<file path="config.mk">
export PLATFORM = sky130hd
export DESIGN_NAME = pit3_timer
export DESIGN_NICKNAME = d
export VERILOG_FILES = /design/src/inc/pit3_pkg.sv /design/src/hw/pit3_channel.sv /design/src/hw/pit3_timer.sv
export SDC_FILE = /design/constraint.sdc
export NUM_CORES = 1
export LEC_CHECK = 0
export BUFFER_PORTS_ARGS = -buffer_cell sky130_fd_sc_hd__clkbuf_2
export CORE_MARGIN = 4
export CORE_UTILIZATION = 45
export CTS_CLUSTER_SIZE = 30
export DETAILED_ROUTE_END_ITERATION = 16
export PLACE_DENSITY = 0.71
export REMOVE_ABC_BUFFERS = 1
export SLEW_MARGIN = 10
export SYNTH_ARGS = -nofsm -noshare
export SYNTH_HDL_FRONTEND = slang
export SYNTH_SLANG_ARGS = --single-unit
</file>
<file path="constraint.sdc">
create_clock -name clk -period 3 [get_ports clk]
set_clock_uncertainty 0.1 [all_clocks]
set_input_delay 0.6 -clock clk [delete_from_list [all_inputs] [get_ports clk]]
set_output_delay 0.6 -clock clk [all_outputs]
set_load 0.01 [all_outputs]
</file>
<file path="src/inc/pit3_pkg.sv">
package pit3_pkg;
	// ----------------------------------------
	// Sizes
	// ----------------------------------------
	localparam int COUNT_W = 16;
	localparam int CH_NUM = 3;
	localparam int BAUD_CH = 2;

	// ----------------------------------------
	// Channel functions
	// ----------------------------------------
	localparam logic [2:0] MODE_TCINT = 3'h0;
	localparam logic [2:0] MODE_ONESHOT = 3'h1;
	localparam logic [2:0] MODE_RATE = 3'h2;
	localparam logic [2:0] MODE_SQUARE = 3'h3;
	localparam logic [2:0] MODE_SWSTB = 3'h4;
	localparam logic [2:0] MODE_HWSTB = 3'h5;
	localparam logic [2:0] MODE_EVENT = 3'h6;

	// ----------------------------------------
	// Host command kinds
	// ----------------------------------------
	localparam logic [1:0] CMD_CFG = 2'h0;
	localparam logic [1:0] CMD_LOAD = 2'h1;
	localparam logic [1:0] CMD_LATCH = 2'h2;
	localparam logic [1:0] CMD_TRIG = 2'h3;

	// ----------------------------------------
	// Reset values
	// ----------------------------------------
	localparam logic [2:0] MODE_RST = 3'h0;
	localparam logic BCD_RST = 1'b0;
	localparam logic [15:0] COUNT_RST = 16'h0000;

	typedef enum logic [2:0] {
		ST_IDLE = 3'b001,
		ST_ARMED = 3'b010,
		ST_RUN = 3'b100
	} pit3_state_t;
endpackage

</file>
<file path="src/hw/pit3_channel.sv">
`timescale 1ns/1ps
module pit3_channel #(
	parameter int COUNT_W = pit3_pkg::COUNT_W
) (
	input wire logic clk,
	input wire logic rst_n,
	input wire logic [2:0] mode,
	input wire logic bcd,
	input wire logic cfgStb,
	input wire logic loadStb,
	input wire logic [COUNT_W-1:0] loadVal,
	input wire logic swTrig,
	input wire logic tick,
	input wire logic gate,
	input wire logic gateRise,
	output logic [COUNT_W-1:0] count,
	output logic [COUNT_W-1:0] reload,
	output pit3_pkg::pit3_state_t state,
	output logic step,
	output logic trigStart,
	output logic out
);
	localparam logic [COUNT_W-1:0] ONE = COUNT_W'(1);
	localparam logic [COUNT_W-1:0] TWO = COUNT_W'(2);

	if (COUNT_W < 4 || COUNT_W % 4 != 0) begin : g_bad_width
		$error("Count width must be whole decimal digits");
	end

	// ----------------------------------------
	// Arithmetic
	// ----------------------------------------
	function automatic logic [COUNT_W-1:0] decf(input logic [COUNT_W-1:0] v, input logic isBcd);
		logic [COUNT_W-1:0] r;
		logic borrow;
		r = v - ONE;
		borrow = 1'b1;
		if (isBcd) begin
			r = v;
			for (int d = 0; d < COUNT_W / 4; d++) begin
				if (borrow) begin
					if (v[d*4 +: 4] == 4'h0) begin
						r[d*4 +: 4] = 4'h9;
					end else begin
						r[d*4 +: 4] = v[d*4 +: 4] - 4'h1;
						borrow = 1'b0;
					end
				end
			end
		end
		return r;
	endfunction

	// Digit-wise halving keeps the square-wave split right in BCD
	function automatic logic [COUNT_W-1:0] halvef(input logic [COUNT_W-1:0] v, input logic isBcd);
		logic [COUNT_W-1:0] r;
		logic carry;
		r = v >> 1;
		carry = 1'b0;
		if (isBcd) begin
			for (int d = COUNT_W / 4 - 1; d >= 0; d--) begin
				r[d*4 +: 4] = {1'b0, v[d*4+1 +: 3]} + (carry ? 4'h5 : 4'h0);
				carry = v[d*4];
			end
		end
		return r;
	endfunction

	logic trigMode;
	logic [COUNT_W-1:0] nextCount;
	logic [COUNT_W-1:0] half;

	assign trigMode = (mode == pit3_pkg::MODE_ONESHOT) || (mode == pit3_pkg::MODE_HWSTB);
	assign nextCount = decf(count, bcd);
	// Gate is the counting window except in the edge-triggered functions
	assign step = tick && (state == pit3_pkg::ST_RUN) && (trigMode || gate);
	assign trigStart = trigMode && (state != pit3_pkg::ST_IDLE)
		&& (gateRise || (swTrig && mode == pit3_pkg::MODE_ONESHOT));

	// ----------------------------------------
	// Counter
	// ----------------------------------------
	always_ff @(posedge clk) begin
		if (!rst_n) begin
			state <= pit3_pkg::ST_IDLE;
			count <= pit3_pkg::COUNT_RST;
			reload <= pit3_pkg::COUNT_RST;
			half <= pit3_pkg::COUNT_RST;
		end else if (cfgStb) begin
			state <= pit3_pkg::ST_IDLE;
		end else if (loadStb) begin
			reload <= loadVal;
			half <= halvef(loadVal, bcd);
			if (trigMode) begin
				state <= pit3_pkg::ST_ARMED;
			end else begin
				count <= loadVal;
				state <= pit3_pkg::ST_RUN;
			end
		end else if (trigStart) begin
			count <= reload;
			state <= pit3_pkg::ST_RUN;
		end else if (step) begin
			case (mode)
				pit3_pkg::MODE_RATE, pit3_pkg::MODE_SQUARE: begin
					count <= (count == ONE) ? reload : nextCount;
				end
				pit3_pkg::MODE_ONESHOT: begin
					count <= nextCount;
					if (count == ONE) begin
						state <= pit3_pkg::ST_ARMED;
					end
				end
				pit3_pkg::MODE_SWSTB, pit3_pkg::MODE_HWSTB: begin
					if (!out) begin
						state <= (mode == pit3_pkg::MODE_HWSTB) ? pit3_pkg::ST_ARMED : pit3_pkg::ST_IDLE;
					end else begin
						count <= nextCount;
					end
				end
				default: begin
					count <= nextCount;
				end
			endcase
		end
	end

	// ----------------------------------------
	// Output
	// ----------------------------------------
	always_ff @(posedge clk) begin
		if (!rst_n) begin
			out <= 1'b1;
		end else if (cfgStb) begin
			out <= !(mode == pit3_pkg::MODE_TCINT || mode == pit3_pkg::MODE_EVENT);
		end else if (loadStb) begin
			if (mode == pit3_pkg::MODE_TCINT || mode == pit3_pkg::MODE_EVENT) begin
				out <= 1'b0;
			end
		end else if (trigStart) begin
			if (mode == pit3_pkg::MODE_ONESHOT) begin
				out <= 1'b0;
			end
		end else if (step) begin
			case (mode)
				pit3_pkg::MODE_RATE: begin
					out <= (count != TWO);
				end
				pit3_pkg::MODE_SQUARE: begin
					if (count == ONE) begin
						out <= 1'b1;
					end else if (nextCount == half) begin
						out <= 1'b0;
					end
				end
				pit3_pkg::MODE_SWSTB, pit3_pkg::MODE_HWSTB: begin
					if (!out) begin
						out <= 1'b1;
					end else if (count == ONE) begin
						out <= 1'b0;
					end
				end
				default: begin
					if (count == ONE) begin
						out <= 1'b1;
					end
				end
			endcase
		end
	end
endmodule // pit3_channel

</file>
<file path="src/hw/pit3_timer.sv">
// Notes on behaviour
// Three channels, each a 16-bit count, binary or BCD by software choice.
// Each channel configured alone; seven functions chosen by host command.
// Count readable anytime; a latch command captures it without stopping.
// Terminal-count function raises its output at terminal count.
// One-shot: low on trigger edge or command, high at terminal count, retriggerable.
// Rate generator: one-clock low pulse every N input clocks.
// Square wave: high first half of count, low second half, repeat.
// Software strobe: high until load, one-clock low pulse N counts after.
// Hardware strobe: one-clock low pulse N counts after trigger rising edge.
// Hardware strobe restarts its count on another trigger rising edge.
// Event counter counts clock pin pulses in gate window; output after N.
// Third channel drives the serial baud clock; others stay general.
// Count decrements once per active input clock; terminal count ends it. Terminal-count and event functions wrap past zero and keep counting.
// Host selects function and format before loading the 16-bit count.
`timescale 1ns/1ps
module pit3_timer #(
	parameter int NCH = pit3_pkg::CH_NUM,
	parameter int COUNT_W = pit3_pkg::COUNT_W
) (
	input wire logic clk,
	input wire logic rst_n,
	input wire logic cmdValid,
	input wire logic [1:0] cmdKind,
	input wire logic [1:0] cmdChan,
	input wire logic [2:0] cmdMode,
	input wire logic cmdBcd,
	input wire logic [COUNT_W-1:0] cmdData,
	input wire logic readReq,
	input wire logic [1:0] readChan,
	output logic [COUNT_W-1:0] readData,
	output logic readAck,
	output logic readLatched,
	input wire logic [NCH-1:0] chClkPin,
	input wire logic [NCH-1:0] chGatePin,
	output logic [NCH-1:0] timerOut,
	output logic [NCH-1:0] chRunning,
	output logic baudClk
);
	localparam logic [COUNT_W-1:0] ONE = COUNT_W'(1);
	localparam logic [COUNT_W-1:0] TWO = COUNT_W'(2);

	if (NCH <= pit3_pkg::BAUD_CH || NCH > 4) begin : g_bad_nch
		$error("Channel count must leave room for the baud channel and fit a 2-bit select");
	end
	if (COUNT_W != pit3_pkg::COUNT_W) begin : g_bad_cw
		$error("Count width must match the package");
	end

	// ----------------------------------------
	// Pin synchronisers
	// ----------------------------------------
	logic [NCH-1:0] clkS1, clkS2, clkS3, clkLvl;
	logic [NCH-1:0] gateS1, gateS2, gateS3, gateLvl;
	logic [NCH-1:0] tick, gateRise;

	// A level counts only once the last two stages agree; gate resets high so reset gives no false edge
	always_ff @(posedge clk) begin
		if (!rst_n) begin
			clkS1 <= '0;
			clkS2 <= '0;
			clkS3 <= '0;
			clkLvl <= '0;
			gateS1 <= '1;
			gateS2 <= '1;
			gateS3 <= '1;
			gateLvl <= '1;
		end else begin
			clkS1 <= chClkPin;
			clkS2 <= clkS1;
			clkS3 <= clkS2;
			clkLvl <= (clkS2 & clkS3) | (clkLvl & (clkS2 | clkS3));
			gateS1 <= chGatePin;
			gateS2 <= gateS1;
			gateS3 <= gateS2;
			gateLvl <= (gateS2 & gateS3) | (gateLvl & (gateS2 | gateS3));
		end
	end

	assign tick = clkS2 & clkS3 & ~clkLvl;
	assign gateRise = gateS2 & gateS3 & ~gateLvl;

	// ----------------------------------------
	// Command decode
	// ----------------------------------------
	logic [NCH-1:0] chHit, cfgHit, loadHit, latchHit, trigHit, readHit;

	always_comb begin
		for (int i = 0; i < NCH; i++) begin
			chHit[i] = cmdValid && (cmdChan == 2'(i));
			readHit[i] = readReq && (readChan == 2'(i));
		end
	end

	// Unknown function code 7 is ignored rather than guessed at
	assign cfgHit = chHit & {NCH{cmdKind == pit3_pkg::CMD_CFG && cmdMode <= pit3_pkg::MODE_EVENT}};
	assign loadHit = chHit & {NCH{cmdKind == pit3_pkg::CMD_LOAD}};
	assign latchHit = chHit & {NCH{cmdKind == pit3_pkg::CMD_LATCH}};
	assign trigHit = chHit & {NCH{cmdKind == pit3_pkg::CMD_TRIG}};

	// ----------------------------------------
	// Channel configuration
	// ----------------------------------------
	logic [2:0] cfgMode [NCH];
	logic [NCH-1:0] cfgBcd;
	logic [NCH-1:0] cfgDone, loadStb, swTrig;
	logic [COUNT_W-1:0] loadData;

	// Strobes are delayed a cycle so the channel sees the new function with them
	always_ff @(posedge clk) begin
		if (!rst_n) begin
			for (int i = 0; i < NCH; i++) begin
				cfgMode[i] <= pit3_pkg::MODE_RST;
			end
			cfgBcd <= {NCH{pit3_pkg::BCD_RST}};
			cfgDone <= '0;
		end else begin
			cfgDone <= cfgHit;
			for (int i = 0; i < NCH; i++) begin
				if (cfgHit[i]) begin
					cfgMode[i] <= cmdMode;
					cfgBcd[i] <= cmdBcd;
				end
			end
		end
	end

	always_ff @(posedge clk) begin
		if (!rst_n) begin
			loadStb <= '0;
			swTrig <= '0;
			loadData <= pit3_pkg::COUNT_RST;
		end else begin
			loadStb <= loadHit;
			swTrig <= trigHit;
			if (cmdValid && cmdKind == pit3_pkg::CMD_LOAD) begin
				loadData <= cmdData;
			end
		end
	end

	// ----------------------------------------
	// Channels
	// ----------------------------------------
	logic [COUNT_W-1:0] chCount [NCH];
	logic [COUNT_W-1:0] chReload [NCH];
	pit3_pkg::pit3_state_t chState [NCH];
	logic [NCH-1:0] chStep, chTrigStart, chOut;

	for (genvar i = 0; i < NCH; i++) begin : g_ch
		pit3_channel #(
			.COUNT_W(COUNT_W)
		) u_ch (
			.clk(clk),
			.rst_n(rst_n),
			.mode(cfgMode[i]),
			.bcd(cfgBcd[i]),
			.cfgStb(cfgDone[i]),
			.loadStb(loadStb[i]),
			.loadVal(loadData),
			.swTrig(swTrig[i]),
			.tick(tick[i]),
			.gate(gateLvl[i]),
			.gateRise(gateRise[i]),
			.count(chCount[i]),
			.reload(chReload[i]),
			.state(chState[i]),
			.step(chStep[i]),
			.trigStart(chTrigStart[i]),
			.out(chOut[i])
		);
	end

	// ----------------------------------------
	// Count capture and read-back
	// ----------------------------------------
	logic [COUNT_W-1:0] snap [NCH];
	logic [NCH-1:0] snapValid;

	// Repeated latches keep the first capture until it is read; a latch wins over a read
	always_ff @(posedge clk) begin
		if (!rst_n) begin
			for (int i = 0; i < NCH; i++) begin
				snap[i] <= pit3_pkg::COUNT_RST;
			end
			snapValid <= '0;
		end else begin
			for (int i = 0; i < NCH; i++) begin
				if (latchHit[i] && !snapValid[i]) begin
					snap[i] <= chCount[i];
				end
				if (latchHit[i]) begin
					snapValid[i] <= 1'b1;
				end else if (readHit[i]) begin
					snapValid[i] <= 1'b0;
				end
			end
		end
	end

	always_ff @(posedge clk) begin
		if (!rst_n) begin
			readData <= pit3_pkg::COUNT_RST;
			readAck <= 1'b0;
			readLatched <= 1'b0;
		end else begin
			readAck <= readReq;
			readData <= pit3_pkg::COUNT_RST;
			readLatched <= 1'b0;
			for (int i = 0; i < NCH; i++) begin
				if (readHit[i]) begin
					readData <= snapValid[i] ? snap[i] : chCount[i];
					readLatched <= snapValid[i];
				end
			end
		end
	end

	// ----------------------------------------
	// Outputs
	// ----------------------------------------
	always_ff @(posedge clk) begin
		if (!rst_n) begin
			timerOut <= '1;
			baudClk <= 1'b1;
			chRunning <= '0;
		end else begin
			timerOut <= chOut;
			baudClk <= chOut[pit3_pkg::BAUD_CH];
			for (int i = 0; i < NCH; i++) begin
				chRunning[i] <= (chState[i] == pit3_pkg::ST_RUN);
			end
		end
	end

	for (genvar i = 0; i < NCH; i++) begin : g_chk
		logic [2:0] m;
		logic quiet;
		assign m = cfgMode[i];
		assign quiet = !cfgDone[i] && !loadStb[i] && !chTrigStart[i];

	end
endmodule // pit3_timer

</file>
Yosys cells after proc, flatten, opt, wreduce, memory -nomap -nowiden. Memory sizes are Yosys's and may differ from the RTL's. Index checks and enable logic that the tools add are counted.

Bits in registers: 233. Memory bits (writable): 57. Bits in latches: 0. Output and inout bits: 25. ROM bits: 0. Memories kept: 2.

Multiply operators: 0. $lt $le $gt $ge: 1. Shift operators: 0. Add/subtract/negate cells: 18. Bitwise logic cells: 26. Muxes and demuxes: 175. Reductions and logical operators: 98. Div/mod/pow operators: 0. Eq/ne operators: 61.

Memory list: snap (depth 3, bits a word 16, rd ports 3, clocked after Yosys merged registers in 0, write ports 3, line pit3_timer.sv:177) `logic [COUNT_W-1:0] snap [NCH];`; cfgMode (depth 3, bits a word 3, rd ports 3, clocked after Yosys merged registers in 0, write ports 3, line pit3_timer.sv:104) `logic [2:0] cfgMode [NCH];`.

Operators by type and width (count): 16-bit 2-to-1 mux (30); 16-bit one-hot mux with 2 select lines (3); 1-bit 2-to-1 mux (85); 4-bit 2-to-1 mux (21); 3-bit 2-to-1 mux (24); 16-bit by 1-bit == test with 1-bit output, second input constant (3); 16-bit by 15-bit == test with 1-bit output (3); 4-bit zero test (12); 16-bit by 2-bit inequality test with 1-bit output, second input constant (3); 16-bit by 1-bit subtractor with 16-bit output, second input constant (3); 4-bit by 1-bit subtractor with 4-bit output, second input constant (12); 3-bit == test, second input constant (12); 12-bit 2-to-1 mux (3); 3-bit AND (10); 1-bit logical AND (26); 4-bit by 3-bit inequality test with 1-bit output, second input constant (6); 4-bit AND reduction (6); 4-bit nonzero test (6); 7-bit nonzero test (3); 3-bit by 2-bit == test with 1-bit output, second input constant (6); 6-bit by 3-bit inequality test with 1-bit output, second input constant (3); 3-bit one-hot mux with 2 select lines (3); 2-bit OR reduction (9); 5-bit AND reduction (3); other kinds (23) (84).

Longest topological paths before layout.
Depth after elaboration: 17. Depth in mapped cells: 12.

Hierarchy. Synthesis repeated with hierarchy kept, for this count alone.

Cells, all modules: 1955. Area total of the unflattened synthesis: 17152.7 um^2.

By module, submodules not included: pit3_timer (area an instance 5694.2 um^2, sequential area each 3293.2 um^2, cells an instance 486, instances 1); pit3_channel at g_ch[1].u_ch (area an instance 3933.8 um^2, sequential area each 960.9 um^2, cells an instance 511, instances 1); pit3_channel at g_ch[0].u_ch (area an instance 3897.5 um^2, sequential area each 960.9 um^2, cells an instance 503, instances 1); pit3_channel at g_ch[2].u_ch (area an instance 3627.2 um^2, sequential area each 960.9 um^2, cells an instance 455, instances 1).

Least setup slack after synthesis. OpenSTA, ideal clock, no wires.

Path type: flip-flop to flip-flop. From: register g_ch[2].u_ch.count[0]. To: register g_ch[2].u_ch.out. Stages on the path, launching flop included: 11. Setup time: 0.121 ns. Clock period less this slack: 3.025 ns. Setup slack: -0.025 ns. Arrival: 2.804 ns. Path buffers: 0. Path through: dfxtp_1 inv_1 ha_1 nor4bb_1 nor2_1 xnor2_1 o311ai_0 nor4_1 nand4b_1 o41ai_1 mux2_2.

Longest elaborated chain between the ends: 12. Elaborated cells on any way between the ends: 28. Classes of those cells: add/sub: 2; eq/ne: 4; mux: 19; reduce/logical: 3.

RTL lines: start, declared (line pit3_channel.sv:16) `output logic [COUNT_W-1:0] count,`; start signal, assigned (line pit3_channel.sv:86) `count <= pit3_pkg::COUNT_RST;`; start signal, assigned (line pit3_channel.sv:97) `count <= loadVal;`; start signal, assigned (line pit3_channel.sv:101) `count <= reload;`; 4-bit zero test (line pit3_channel.sv:42) `if (v[d*4 +: 4] == 4'h0) begin`; 1-bit 2-to-1 mux (line pit3_channel.sv:42); 1-bit 2-to-1 mux (line pit3_channel.sv:38) `if (isBcd) begin`; 1-bit 2-to-1 mux (line pit3_channel.sv:41) `if (borrow) begin`; 1-bit 2-to-1 mux (line pit3_channel.sv:38); 1-bit 2-to-1 mux (line pit3_channel.sv:41); 1-bit 2-to-1 mux (line pit3_channel.sv:38); 4-bit 2-to-1 mux (line pit3_channel.sv:41); 16-bit 2-to-1 mux (line pit3_channel.sv:38); 16-bit by 15-bit == test with 1-bit output (line pit3_channel.sv:152) `end else if (nextCount == half) begin`; 6-bit by 3-bit inequality test with 1-bit output (no source line); 5-bit AND reduction (no source line); end signal, assigned (line pit3_channel.sv:135) `out <= !(mode == pit3_pkg::MODE_TCINT || mode == pit3_pkg::MODE_EVENT);`; end signal, assigned (line pit3_channel.sv:147) `out <= (count != TWO);`; end, declared (line pit3_channel.sv:21) `output logic out`.

Several ways; a longest one is shown, not always the timed one. The select of a mux whose other input is x is not followed. A chain may end at the register's enable or synchronous reset.

Final worst setup path.
From: register g_ch[0].u_ch.count[2]. To: register g_ch[0].u_ch.out.

Longest elaborated chain between the ends: 12. Elaborated cells on any way between the ends: 28. Classes of those cells: add/sub: 2; eq/ne: 4; mux: 19; reduce/logical: 3.

RTL lines (line): start, declared (pit3_channel.sv:16); start signal, assigned (pit3_channel.sv:86); start signal, assigned (pit3_channel.sv:97); start signal, assigned (pit3_channel.sv:101); 4-bit zero test (pit3_channel.sv:42); 1-bit 2-to-1 mux (pit3_channel.sv:42); 1-bit 2-to-1 mux (pit3_channel.sv:38); 1-bit 2-to-1 mux (pit3_channel.sv:41); 1-bit 2-to-1 mux (pit3_channel.sv:38); 1-bit 2-to-1 mux (pit3_channel.sv:41); 1-bit 2-to-1 mux (pit3_channel.sv:38); 4-bit 2-to-1 mux (pit3_channel.sv:41); 16-bit 2-to-1 mux (pit3_channel.sv:38); 16-bit by 15-bit == test with 1-bit output (pit3_channel.sv:152); 6-bit by 3-bit inequality test with 1-bit output (no source line); 5-bit AND reduction (no source line); end signal, assigned (pit3_channel.sv:135); end signal, assigned (pit3_channel.sv:147); end, declared (pit3_channel.sv:21).

Several ways; a longest one is shown, not always the timed one. The select of a mux whose other input is x is not followed.

==> reports/qor.yml <==
met1_usage_pct: 36.59
synthSimpleGateAreaFrac_pct: 23.19
fin_ws_ps: 20.73
io_buffer_count: 60
clk_pin_slew_worst_paths_ps: 60
vias_per_cell: 5.819
ys.flop_type: "dfxtp_1"
required_ps: 3350
comb_power_share_pct: 10.8
timing_worst_setup_path_type: "flip-flop to flip-flop"
p_switching_mw: 2.219
clockRootBuffer: "clkbuf_16"
grt_usage_pct: 24.90
dieWidth_um: 193.4
postSynthCellCount: 1878
synth-xor-area-share_pct: 3.909
worst_path_most_repeated_cell: "or4_4"
dp_slack_ps: -284.9
syn_area_per_cell_um2: 8.233
fmax_ghz: 0.3357
met2_usage_pct: 38.60
ant_nets: 0
num_rows: 67
regArea_um2: 6178
max-clock-path-buffers: 3
power_density_nw_per_um2: 480.5
synth_compound_area_share_pct: 19.82
grt_max_degree: 61
crit_path_cell_trace: "or4_4 -> or4_4 -> xor2_2 -> xnor2_1 -> nor4_2 -> buf_4 -> a41oi_2 -> mux2_4"
cp_slowest_cell: "or4_4"
final_nets: 2053
drv_cap: 0
hp-class: "primary input to flip-flop"
power.total_mw: 8.851
grt.busiest_layer: "met2"
worst_setup_path_end_kind: "flip-flop"
ys_seq_elements: 280
whs_ps: 128.8
crit_fanout: 10
pin_count: 61
syn_area_um2: 15460
drive_above_1_share_pct: 18.35
multiInputGateArea_um2: 8790
antenna_found_initial: 0
relSlewSlack_pct: 37.69
internal_power_mw: 6.632
critPathLaunchType: "flip-flop"
grt_pass1_vias: 13485
path_buf_inv: 1
drv_slew: 0
synth-edff-count: 57
seq_area_frac_synth_pct: 39.94
core_um2: 33700
worstMarginPinSlew_ps: 934.7
ir_drop_uv: 463.9
layout_min_cycle_time_ps: 2979
cp_top_family: "simple AND/OR/NAND/NOR gates"
drtIter0Drc: 1381
slowest_delay_ps: 640
route.vias.total: 14338
pwr-share-seq_pct: 45.0
drcViolationCount: 0
yosys.area_share.adder_pct: 2.104
finalHoldViolCount: 0
timing.final.crit_share_pct: 99.31
wl_mm: 48.64
h-tree-depth: 1
grt_first_pass_wirelength_mm: 77.09
ys_warn_count: 0
cts_tree: "yes"
place_congestion: 1.002
timing.setup.tns_ps: 0
setup_violations: 0
synth_cell_types: 82
layout-area-overhead-vs-synth_pct: 19.16
cts_sinks: 280
cp.arrival_ps: 3330
status: "complete, no violations"
dieArea_um2: 37390
clockPowerShare_pct: 44.2
fillers: 3114
wl_per_cell_um: 19.74
synth_top_family_by_area: "simple AND/OR/NAND/NOR gates"
dieHeight_um: 193.4
clkLatencyLatePin_ps: 570
swShare_pct: 25.07
initial_utilization_pct: 45.88
muxShareOfSynthArea_pct: 6.158
diodes: 0
async_flop_share_pct: 0
drt_first_pass_iters: 5
cts_buffers: 31
gr-usage-met3_pct: 2.470
hpwlAfterDp_mm: 35.32
p_leak_nw: 7.087
overflow: 0
## metrics by stage
stage	instance area [um2]	instances	util (%)
floorplan	14850	1721	-
global placement	17110	2403	50.78
detailed placement	17110	2403	50.78
CTS	18210	2461	54.02
global route	18420	2464	54.67
finish	18420	2464	54.67
## routing by layer
metal / share of wire, % / vias to the layer above / routed length [um]
met5: 0 / - / 0
met4: 3.6 / 0 / 1760
met3: 6.3 / 99 / 3061
met2: 44 / 520 / 21530
met1: 46 / 6801 / 22290
li1: - / 6918 / -
## state kept, by name (all words and copies together) (netlist names), 3 cells and up
| signal | count |
|---|---|
| g_ch.u_ch.count | 48 |
| snap | 48 |
| g_ch.u_ch.half | 45 |
| g_ch.u_ch.reload | 39 |
| loadData | 16 |
| readData | 16 |
| cfgMode | 9 |
| g_ch.u_ch.state | 9 |
| cfgBcd | 3 |
| cfgDone | 3 |
| chRunning | 3 |
| clkLvl | 3 |
| clkS1 | 3 |
| clkS2 | 3 |
| clkS3 | 3 |
| g_ch.u_ch.out | 3 |
| gateLvl | 3 |
| gateS1 | 3 |
| gateS2 | 3 |
| gateS3 | 3 |
| loadStb | 3 |
| snapValid | 3 |
| swTrig | 3 |
| timerOut | 3 |
## logic make-up after synthesis
logic type	after synthesis
adder cells (fa/ha/maj)	26
AO/OA/AOI/OAI	470
AND/OR/NAND/NOR	745
multiplexers	93
XOR/XNOR	69
buffers and inverters	195
flip-flops	280
## cell usage in the layout (no fill, tap or decap), drive strengths merged, types with 10 or more instances in the layout
| cell type | synthesis | final |
|---|---|---|
| a211oi | 92 | 92 |
| a21oi | 149 | 149 |
| a31oi | 15 | 15 |
| and2 | 44 | 44 |
| and3 | 22 | 22 |
| buf | 16 | 177 |
| clkbuf | 141 | 108 |
| dfxtp | 223 | 223 |
| edfxtp | 57 | 57 |
| ha | 26 | 26 |
| inv | 37 | 41 |
| mux2i | 85 | 85 |
| nand2 | 254 | 254 |
| nand2b | 34 | 34 |
| nand3 | 29 | 29 |
| nand4 | 14 | 14 |
| nor2 | 188 | 188 |
| nor2b | 36 | 36 |
| nor3 | 41 | 41 |
| nor3b | 12 | 12 |
| nor4 | 20 | 20 |
| o211ai | 25 | 25 |
| o21ai | 75 | 75 |
| o22ai | 17 | 17 |
| o31ai | 18 | 18 |
| or2 | 10 | 10 |
| or4 | 14 | 14 |
| xnor2 | 40 | 40 |
| xor2 | 29 | 29 |
## cells in the mapped netlist (4+ instances only)
cell	instances	area (um2)
inv_1	36	135.1
nand3_1	29	145.1
a311oi_1	7	61.31
o21ai_0	75	375.4
o22ai_1	17	106.4
mux2i_1	85	850.8
o31ai_1	18	135.1
nor2b_1	36	225.2
a221oi_1	6	52.55
a31oi_1	15	93.84
o2111ai_1	6	52.55
mux2_2	6	67.56
xnor2_1	40	350.3
xor2_1	29	254.0
nand2_1	254	953.4
a21oi_1	149	745.7
buf_1	10	37.54
a41oi_1	5	43.79
nor2_1	188	705.7
o211ai_1	25	187.7
nor3b_1	12	90.09
or3b_2	4	35.03
nand3b_1	6	45.04
a21boi_0	7	52.55
edfxtp_1	57	1712
nor3_1	40	200.2
ha_1	26	325.3
nand4_1	14	87.58
nor4_1	17	106.4
clkbuf_1	141	529.3
or4_1	13	97.59
dfxtp_1	223	4464
o311ai_0	4	35.03
or3_1	7	43.79
and3_1	22	137.6
o211a_1	9	90.09
a211oi_1	89	668.1
nand2b_1	34	212.7
or2_2	9	56.30
and2_1	44	275.3
## worst paths after layout
kind | start | to | slack (ps) | cells after the start
min | chGatePin[0] | gateS1[0]$_SDFF_PN1_ | 130 | 2
min reg2reg | gateS1[1]$_SDFF_PN1_ | gateS2[1]$_SDFF_PN1_ | 310 | 1
max | g_ch[0].u_ch.count[2]$_SDFFE_PN0P_ | g_ch[0].u_ch.out$_SDFFE_PN1P_ | 20 | 8
max reg2reg | g_ch[0].u_ch.count[2]$_SDFFE_PN0P_ | g_ch[0].u_ch.out$_SDFFE_PN1P_ | 20 | 8
## power by group through the flow
| stage | Sequential (mW) | Combinational (mW) | Clock [mW] |
|---|---|---|---|
| global placement | 4.06 | 0.904 | 0 |
| CTS | 3.98 | 0.926 | 3.98 |
| global route | 3.99 | 1.04 | 4.12 |
| finish | 3.98 | 0.958 | 3.91 |
| floorplan | 4.06 | 0.520 | 0 |
| detailed placement | 4.06 | 0.917 | 0 |
## repair_timing
action                                  CTS  global route
endpoints found under the hold margin     0             0
pin swaps                                 0            12
setup buffers                             0             3
resized for setup                         9            44
endpoints found under the setup margin    3             4
hold buffers                              0             0
## cell type report
class,count,share of cell area (%)
Clock buffer,48,5.284
Multi-Input combinational cell,1403,47.71
Clock inverter,10,0.4822
Tap cell,448,3.043
Inverter,38,0.7878
Timing Repair Buffer,237,9.155
Sequential cell,280,33.54
(Power assumes the default switching activity.)
